<file path="src/irqs_pkg.sv">
// Package for the interrupt request sequencer: types and constants
package irqs_pkg;
    localparam int          NUM_MASKABLE    = 5;
    localparam logic [2:0]  VEC_NONE        = 3'h0;
    localparam logic [2:0]  VEC_NMI         = 3'h7;
    localparam logic [4:0]  REQ_RESET       = 5'h00;
    localparam logic [1:0]  ACK_CYCLES      = 2'h1;

    typedef enum logic [1:0] {
        IRQS_IDLE    = 2'b00,
        IRQS_PENDING = 2'b01,
        IRQS_ACK     = 2'b10
    } irqs_state_t;

    // Pin inputs bundled together
    typedef struct packed {
        logic [NUM_MASKABLE-1:0] external_request;
        logic                    nonmaskable;
        logic                    maskable_suppress_input;
    } irqs_req_t;

    // Acknowledge result towards the core
    typedef struct packed {
        logic       acknowledge_output;
        logic       ack_start;
        logic [2:0] vector;
    } irqs_ack_t;
endpackage : irqs_pkg

</file>
<file path="src/irqs_top.sv">
// Interrupt request sequencer: sampling, pending detect and acknowledge
`timescale 1ns/10ps
`default_nettype none
module irqs_top (
    input  wire logic                  clock,
    input  wire logic                  nrst,
    input  wire irqs_pkg::irqs_req_t   req_pins,
    output var  irqs_pkg::irqs_ack_t   ack
);
    // The processor cycle is two clock periods: phase 0 is the rising half,
    // phase 1 the falling half. This keeps one edge and one clock.
    irqs_pkg::irqs_req_t  req_sync;
    irqs_pkg::irqs_req_t  sampled;
    irqs_pkg::irqs_req_t  next_sampled;
    irqs_pkg::irqs_state_t state;
    irqs_pkg::irqs_state_t next_state;
    logic                 phase;
    logic                 next_phase;
    logic                 pending;
    logic                 next_pending;
    logic                 detected;
    logic [4:0]           live_req;
    logic                 any_maskable;
    irqs_pkg::irqs_ack_t  next_ack;
    logic [2:0]           pick;

    irqs_sync u_sync (
        .clock  (clock),
        .nrst   (nrst),
        .pins   (req_pins),
        .synced (req_sync)
    );

    assign live_req     = req_sync.external_request;
    assign any_maskable = |sampled.external_request;
    // Core check; suppression is read at the falling half itself
    assign detected = phase && pending &&
        (sampled.nonmaskable ||
         (any_maskable && !req_sync.maskable_suppress_input));

    // Priority from the live lines, so a line dropped meanwhile loses
    always_comb begin
        pick = irqs_pkg::VEC_NONE;
        for (int i = irqs_pkg::NUM_MASKABLE - 1; i >= 0; i--) begin
            if (live_req[i]) begin
                pick = 3'(i + 1);
            end
        end
        if (req_sync.nonmaskable) begin
            pick = irqs_pkg::VEC_NMI;
        end
    end

    always_comb begin
        next_phase   = ~phase;
        next_sampled = sampled;
        next_pending = pending;
        next_state   = state;
        next_ack     = ack;
        next_ack.ack_start = 1'b0;
        if (!phase) begin
            next_sampled = req_sync;
        end else begin
            next_pending = |{sampled.external_request,
                             sampled.nonmaskable};
        end
        case (state)
            irqs_pkg::IRQS_IDLE: begin
                if (detected) begin
                    next_state = irqs_pkg::IRQS_ACK;
                    next_ack.acknowledge_output = 1'b1;
                    next_ack.ack_start = 1'b1;
                    next_ack.vector = pick;
                end
            end
            irqs_pkg::IRQS_ACK: begin
                // Holds one full processor cycle, releases at its end
                if (phase) begin
                    next_state = irqs_pkg::IRQS_IDLE;
                    next_ack.acknowledge_output = 1'b0;
                    next_pending = 1'b0;
                end
            end
            default: begin
                next_state = irqs_pkg::IRQS_IDLE;
                next_ack.acknowledge_output = 1'b0;
            end
        endcase
        if (!nrst) begin
            next_phase   = 1'b0;
            next_sampled = irqs_pkg::irqs_req_t'(0);
            next_pending = 1'b0;
            next_state   = irqs_pkg::IRQS_IDLE;
            next_ack     = '0;
        end
    end

    always_ff @(posedge clock) begin
        phase   <= next_phase;
        sampled <= next_sampled;
        pending <= next_pending;
        state   <= next_state;
        ack     <= next_ack;
    end

    // Counts the clocks of one acknowledge. This lets its length be
    // checked with a small counter rather than a long repetition.
    logic [1:0]           ack_len;
    logic [1:0]           next_ack_len;

    always_comb begin
        next_ack_len = 2'h0;
        if (nrst && ack.acknowledge_output) begin
            next_ack_len = ack_len + 2'h1;
        end
    end

    always_ff @(posedge clock) begin
        ack_len <= next_ack_len;
    end

    // Requests dropped before their acknowledge are outside the sources'
    // duty; the vector then falls to whatever is still live.

    a_ack_after_detect: assert property (@(posedge clock) disable iff (!nrst)
        (state == irqs_pkg::IRQS_IDLE && detected)
        |=> ack.acknowledge_output && ack.ack_start)
        else $error("acknowledge did not start after detection");
    a_ack_two_cycles: assert property (@(posedge clock) disable iff (!nrst)
        $rose(ack.acknowledge_output) |-> ack.acknowledge_output [*2]
        ##1 !ack.acknowledge_output)
        else $error("acknowledge length wrong");
    a_nmi_vector: assert property (@(posedge clock) disable iff (!nrst)
        (state == irqs_pkg::IRQS_IDLE && detected && req_sync.nonmaskable)
        |=> ack.vector == irqs_pkg::VEC_NMI)
        else $error("non-maskable vector not delivered");
    a_suppress_hides: assert property (@(posedge clock) disable iff (!nrst)
        (req_sync.maskable_suppress_input && !sampled.nonmaskable)
        |-> !detected)
        else $error("maskable request detected while suppressed");
    a_sample_inputs: assert property (@(posedge clock) disable iff (!nrst)
        !phase |=> sampled == $past(req_sync))
        else $error("inputs not captured");
    a_pending_follows: assert property (@(posedge clock) disable iff (!nrst)
        (phase && |sampled.external_request && state != irqs_pkg::IRQS_ACK)
        |=> pending)
        else $error("pending not raised");
    a_vector_live: assert property (@(posedge clock) disable iff (!nrst)
        (state == irqs_pkg::IRQS_IDLE && detected && !req_sync.nonmaskable
         && live_req[0]) |=> ack.vector == 3'h1)
        else $error("vector not from live priority");
    a_start_pulse: assert property (@(posedge clock) disable iff (!nrst)
        ack.ack_start |=> !ack.ack_start)
        else $error("start not a single pulse");
    a_ack_len_bound: assert property (@(posedge clock) disable iff (!nrst)
        ack.acknowledge_output |-> ack_len <= irqs_pkg::ACK_CYCLES)
        else $error("acknowledge held too long");
    a_ack_len_end: assert property (@(posedge clock) disable iff (!nrst)
        $fell(ack.acknowledge_output)
        |-> ack_len == irqs_pkg::ACK_CYCLES + 2'h1)
        else $error("acknowledge ended early");
    a_ack_state_match: assert property (@(posedge clock) disable iff (!nrst)
        ack.acknowledge_output == (state == irqs_pkg::IRQS_ACK))
        else $error("acknowledge output and state disagree");
    a_phase_toggle: assert property (@(posedge clock) disable iff (!nrst)
        phase |=> !phase)
        else $error("processor cycle phase stuck");
    a_pending_quiet: assert property (@(posedge clock) disable iff (!nrst)
        (phase && !(|sampled.external_request) && !sampled.nonmaskable)
        |=> !pending)
        else $error("pending raised with nothing captured");
    a_nmi_no_suppress: assert property (@(posedge clock) disable iff (!nrst)
        (phase && pending && sampled.nonmaskable) |-> detected)
        else $error("non-maskable request not detected");
    a_maskable_seen: assert property (@(posedge clock) disable iff (!nrst)
        (phase && pending && any_maskable
         && !req_sync.maskable_suppress_input) |-> detected)
        else $error("unsuppressed maskable request missed");
    a_pending_drop: assert property (@(posedge clock) disable iff (!nrst)
        (state == irqs_pkg::IRQS_ACK && phase) |=> !pending)
        else $error("pending kept after acknowledge");
    a_vector_hold: assert property (@(posedge clock) disable iff (!nrst)
        !ack.ack_start |-> $stable(ack.vector))
        else $error("vector changed outside acknowledge start");
    a_vector_named: assert property (@(posedge clock) disable iff (!nrst)
        ack.ack_start |-> ack.vector != irqs_pkg::VEC_NONE)
        else $error("acknowledge without a live request");

    c_maskable_ack: cover property (@(posedge clock) disable iff (!nrst)
        ack.ack_start && ack.vector != irqs_pkg::VEC_NMI);
    c_nmi_ack: cover property (@(posedge clock) disable iff (!nrst)
        ack.ack_start && ack.vector == irqs_pkg::VEC_NMI);
    c_suppressed: cover property (@(posedge clock) disable iff (!nrst)
        phase && pending && req_sync.maskable_suppress_input);
    // Non-maskable request acknowledged one to four clocks after it rises
    c_late_nmi: cover property (@(posedge clock) disable iff (!nrst)
        $rose(req_sync.nonmaskable) ##[1:4]
        (ack.ack_start && ack.vector == irqs_pkg::VEC_NMI));
    c_back_to_back: cover property (@(posedge clock) disable iff (!nrst)
        $fell(ack.acknowledge_output) ##[1:8] ack.ack_start);
endmodule : irqs_top
`default_nettype wire

</file>
<file path="src/irqs_sync.sv">
// Two flip-flop synchroniser for the request pins
`timescale 1ns/10ps
`default_nettype none
module irqs_sync (
    input  wire logic                      clock,
    input  wire logic                      nrst,
    input  wire irqs_pkg::irqs_req_t       pins,
    output var  irqs_pkg::irqs_req_t       synced
);
    irqs_pkg::irqs_req_t stage1;
    irqs_pkg::irqs_req_t next_stage1;
    irqs_pkg::irqs_req_t next_synced;

    always_comb begin
        next_stage1 = nrst ? pins : '0;
        next_synced = nrst ? stage1 : '0;
    end

    // First stage feeds only the second stage
    always_ff @(posedge clock) begin
        stage1 <= next_stage1;
        synced <= next_synced;
    end
endmodule : irqs_sync
`default_nettype wire

</file>
<file path="config.mk">
export PLATFORM = sky130hd
export DESIGN_NAME = irqs_top
export DESIGN_NICKNAME = d
export VERILOG_FILES = /design/src/irqs_pkg.sv /design/src/irqs_top.sv /design/src/irqs_sync.sv
export SDC_FILE = /design/constraint.sdc
export NUM_CORES = 1
export LEC_CHECK = 0
export ABC_CLOCK_PERIOD_IN_PS = 3700
export BUFFER_PORTS_ARGS = -buffer_cell sky130_fd_sc_hd__buf_2
export CAP_MARGIN = 15
export CORE_MARGIN = 10
export CORE_UTILIZATION = 50
export DETAILED_ROUTE_END_ITERATION = 16
export PLACE_DENSITY = 0.71
export SKIP_LAST_GASP = 1
export SLEW_MARGIN = 25
export SYNTH_ARGS = -nofsm -noshare
export SYNTH_HDL_FRONTEND = slang
export SYNTH_SLANG_ARGS = --single-unit
</file>
<file path="constraint.sdc">
create_clock -name clock -period 3.7 [get_ports clock]
set_input_delay 1.11 -clock clock [delete_from_list [all_inputs] [get_ports clock]]
set_output_delay 1.11 -clock clock [all_outputs]
set_load 0.05 [all_outputs]
</file>
Word level (Yosys, flattened, before mapping) --
Index checks and enable logic that the tools add are counted. Widths: inputs -> output; s select.
Word-level totals: input bits 9, logic and storage cells 44, output and inout bits 5, bits in registers 29
Cells by class: multiplexer cells 15, equality and inequality tests 3, reduce and logical (&&, ||, !) cells 11, bitwise operators 1
Operators by type and width (number):
- $mux 3 | 6
- $reduce_and 2->1 | 3
- $reduce_or 6->1 | 1
- $mux 5 | 1
- $reduce_or 5->1 | 1
- $mux 1 | 4
- $mux 2 | 2
- $ne 2x2->1 const B | 2
- $pmux 2 s2 | 1
- $logic_and 1x1->1 | 3
- $eq 2x2->1 const B | 1
- $logic_not 2->1 | 1
- $pmux 1 s2 | 1
- $logic_not 1->1 | 1
- $logic_or 1x1->1 | 1
- $not 1->1 | 1

Depth between registers and ports, before layout --
depth in word-level cells 8, mapped depth 4, depth with buffers taken out 4

Cells and area by module --
Synthesis repeated with hierarchy kept, for this count alone.
Unflattened totals: cells, all modules 88, area, all modules 975.9 um^2
By module, submodules not included:
- irqs_top | area each 584.3 um^2, instances 1, sequential area each 280.3 um^2, cells an instance 59
- irqs_sync | area each 391.6 um^2, instances 1, sequential area each 280.3 um^2, cells an instance 29

Least setup slack after synthesis --
Ideal clock, no wire load.
path type flip-flop to output port, from reg ack[0] in the netlist's numbering, to out ack[0] in the netlist's numbering, cell stages (with the launch flop) 1, arrival 0.603 ns, path slack 1.987 ns, path buffers 0, required time 2.590 ns, cell sequence dfxtp_1
RTL lines:
- start: declaration | line irqs_top.sv:8 | output var irqs_pkg::irqs_ack_t ack
- start signal: assignment | line irqs_top.sv:103 | ack <= next_ack;
No word-level cell between the ends.

Worst setup path in the final report --
from reg ack[2] in the netlist's numbering, to out ack[2] in the netlist's numbering
No word-level cell between the ends.

==> run_results.csv <==
group,metric,value,unit
critical_path,timing.reg2reg.worst_path_depth,4,
floorplanning,horizontal_die_dimension,63.58,µm
status,outcome,"finished clean",
placement,place_area,0.001033,mm²
synth,synth.lib_cells_used.distinct,24,
clock_tree,ctsHoldBuffers,0,
critical_path,worst_setup_path_start_kind,"register",
critical_path,critical_path_depth,1,
critical_path,cpPeakStageDelay,0.37,ns
critical_path,required,2.59,ns
critical_path,timing.reg2reg.setup_slack,2.09,ns
floorplanning,initial_core_utilization,53.83,%
global_route,grt_use_total,8.309,%
cells_and_area,fin_nets,112,
global_route,global_route_wire_length_before_repair,2753,µm
routing,drt-initial-drc-count,12,
synth,yosys_synthesis_warning_count,0,
sta,worst_clock_skew,0.01182,ns
synth,synth_seq_cells,28,
placement,post-dp-hpwl,1142,µm
sta,tightest_slew,0.5158,ns
floorplanning,dieHeight,63.58,µm
floorplanning,floorplan.core_area,0.001764,mm²
critical_path,regToRegEndpoint,"ack[1]",
clock_tree,insertion_delay,0.32,ns
clock_tree,clockRootBuffer,"sky130_fd_sc_hd__clkbuf_4",
routing,vias,616,
sta,timing.max_slew.rel_slack,65.57,%
placement,port_buffers,13,
routing,drtAntennaViolNets,0,
critical_path,cp_data_arrival_time,0.97,ns
sta,setup_viol,0,
sta,finalSetupTns,0,ns
synth,synthesis.nets,97,
cells_and_area,share_of_cells_above_drive_strength_1,21.57,%
cells_and_area,fillCellCount,162,
routing,dr.pass1.iters,4,
clock_tree,cts-htree-levels,1,
power,totalPowerFinal,494.1,µW
routing,drc,0,
clock_tree,numCtsBuffers,3,
clock_tree,clock_sink_count,28,
cells_and_area,areaGrowthSynthToFinish,12.65,%
cells_and_area,final_instance_area,0.001070,mm²
routing,per_cell_via_count_in_the_routed_design,4.850,
synth,postSynthAreaPerCell,10.79,µm²
critical_path,critical_path_class,"register to primary output",
hold_path,holdPathEnd,"u_sync.synced[2]",
placement,finalWeightedCongestion,0.7295,
global_route,vias_in_the_first_global_route,633,
sta,setup_repair_after_global_routing_missed_its_margin,"no",
synth,synthCells,88,
critical_path,critical_path.max_fanout,2,
global_route,antenna_found_initial,0,
sta,count_of_final_max_slew_check_failures,0,
floorplanning,io_pins,14,
job,timing.max_cap.violations,0,
clock_tree,cts_tree,"built",
synth,share_of_the_yosys_chip_area_belonging_to_registers,59.03,%
critical_path,setup_crit_end_kind,"primary output",
critical_path,crit-reg2reg-launch,"phase",
hold_path,hold_path.class,"register to register",
critical_path,critPathTopFamily,"flip-flops",
power,p_per_area,461.9,mW/mm²
power,vdd.ir_drop.worst,274.1,µV
critical_path,critical_path.cell_chain,"buf_2",
power,p_leak,0.4521,nW
global_route,grt_start_max_net_pins,23,
floorplanning,placementRows,15,
global_route,global_route_congestion_overflow_total,0,
hold_path,number_of_cells_on_the_worst_hold_path,1,
clock_tree,cts.clk_slew.worst_paths,0.15,ns
sta,report.final.hold_viol_count,0,
routing,wl_per_cell,12.24,µm
floorplanning,die-area,0.004042,mm²
critical_path,critical_path.slowest_cell,"sky130_fd_sc_hd__dfxtp_1",
hold_path,hp-start,"u_sync.stage1[2]",
clock_tree,cts_buffer_depth,2,
cells_and_area,n_antenna_cell,0,
synth,syn-cell-area,949.7,µm²
sta,max_freq,0.4819,GHz
cells_and_area,final_util,60.64,%
critical_path,buffers_and_inverters_on_the_worst_path,1,
sta,post-route-min-period,2.075,ns
clock_tree,cts_repair_resize_count,0,
clock_tree,post-cts-setup-buffers,0,
routing,totalWireLength,1554,µm
sta,ratio_of_final_minimum_period_to_clock_period,56.08,%
==> sequential cells by signal (all words and copies together) (netlist names) <==
| name | cells |
|---|---|
| phase | 1 |
| state | 1 |
| ack | 5 |
| pending | 1 |
| u_sync.synced | 7 |
| sampled | 6 |
| u_sync.stage1 | 7 |
==> through the flow <==
stage | worst slack, ns | hold WS [ns] | cells
after global routing | 1.585 | 0.4606 | 127
final | 1.625 | 0.4484 | 127
after floorplan | 1.987 | 0.4119 | 88
after global placement | 1.603 | 0.4147 | 123
after CTS | 1.607 | 0.4501 | 127
after detailed placement | 1.552 | 0.4185 | 123
==> cells in the final DEF (no fill, tap or decap), types with 2 or more instances in the layout <==
master | Yosys | final
sky130_fd_sc_hd__a21oi_1 | 2 | 2
sky130_fd_sc_hd__and2_1 | 14 | 14
sky130_fd_sc_hd__buf_2 | 1 | 13
sky130_fd_sc_hd__clkbuf_4 | 0 | 3
sky130_fd_sc_hd__dfxtp_1 | 28 | 28
sky130_fd_sc_hd__inv_1 | 2 | 2
sky130_fd_sc_hd__mux2i_1 | 9 | 9
sky130_fd_sc_hd__nand2_1 | 3 | 3
sky130_fd_sc_hd__nor2_1 | 11 | 11
sky130_fd_sc_hd__o21ai_0 | 2 | 2
sky130_fd_sc_hd__o21bai_1 | 2 | 2
==> Yosys cell counts <==
cell / instances / area share [%]
sky130_fd_sc_hd__a31o_2: 1 / 0.92
sky130_fd_sc_hd__a211o_4: 1 / 1.8
sky130_fd_sc_hd__nand2b_1: 1 / 0.66
sky130_fd_sc_hd__a21oi_1: 2 / 1.1
sky130_fd_sc_hd__o21ai_0: 2 / 1.1
sky130_fd_sc_hd__o21bai_1: 2 / 1.6
sky130_fd_sc_hd__nor4_2: 1 / 1.3
sky130_fd_sc_hd__nor2_2: 1 / 0.66
sky130_fd_sc_hd__a21boi_0: 1 / 0.79
sky130_fd_sc_hd__nor3_2: 1 / 1.1
sky130_fd_sc_hd__and2_1: 14 / 9.2
sky130_fd_sc_hd__nand2_1: 3 / 1.2
sky130_fd_sc_hd__clkinv_1: 1 / 0.39
sky130_fd_sc_hd__nor2_1: 11 / 4.3
sky130_fd_sc_hd__o31ai_1: 1 / 0.79
sky130_fd_sc_hd__buf_2: 1 / 0.53
sky130_fd_sc_hd__inv_1: 2 / 0.79
sky130_fd_sc_hd__o21a_1: 1 / 0.79
sky130_fd_sc_hd__clkbuf_1: 1 / 0.39
sky130_fd_sc_hd__buf_1: 1 / 0.39
sky130_fd_sc_hd__dfxtp_1: 28 / 59
sky130_fd_sc_hd__o311a_1: 1 / 1.1
sky130_fd_sc_hd__mux2i_1: 9 / 9.5
sky130_fd_sc_hd__nor2b_1: 1 / 0.66
==> cell families after synthesis <==
group,after synthesis,synth area share [%]
simple gates,33,19.10
flops,28,59.03
mux,9,9.487
buf+inv,6,2.502
compound gates,12,9.882
==> routing by layer <==
metal	track usage (%)	vias up	wire [µm]
li1	-	317	-
met1	9.274	288	719
met2	13.44	9	772
met3	3.180	2	48
met4	4.098	0	13
met5	0	-	0
==> power breakdown <==
group / total [mW] / internal, mW / switching [mW]
sequential: 0.321 / 0.312 / 0.00830
clock: 0.145 / 0.0602 / 0.0846
combinational: 0.0285 / 0.0149 / 0.0136
==> area by class of cell <==
| type | instances | area, µm² | share of cell area, % |
|---|---|---|---|
| inverters | 3 | 11.26 | 1.053 |
| multi-input cells | 54 | 365.4 | 34.15 |
| well taps | 25 | 31.28 | 2.924 |
| clock buffers | 4 | 36.28 | 3.392 |
| flip-flops and latches | 28 | 560.5 | 52.40 |
| repair buffers | 13 | 65.06 | 6.082 |
==> worst max path at each step <==
stage / start / endpoint / slack, ns
3_3_place_gp: nrst / state[1] / 1.60
2_1_floorplan: ack[0] / ack[0] / 1.99
4_1_cts: ack[2] / ack[2] / 1.61
5_1_grt: ack[2] / ack[2] / 1.59
3_5_place_dp: nrst / state[1] / 1.55
6_report: ack[2] / ack[2] / 1.62
No activity file was read; power rests on OpenSTA's default activity.
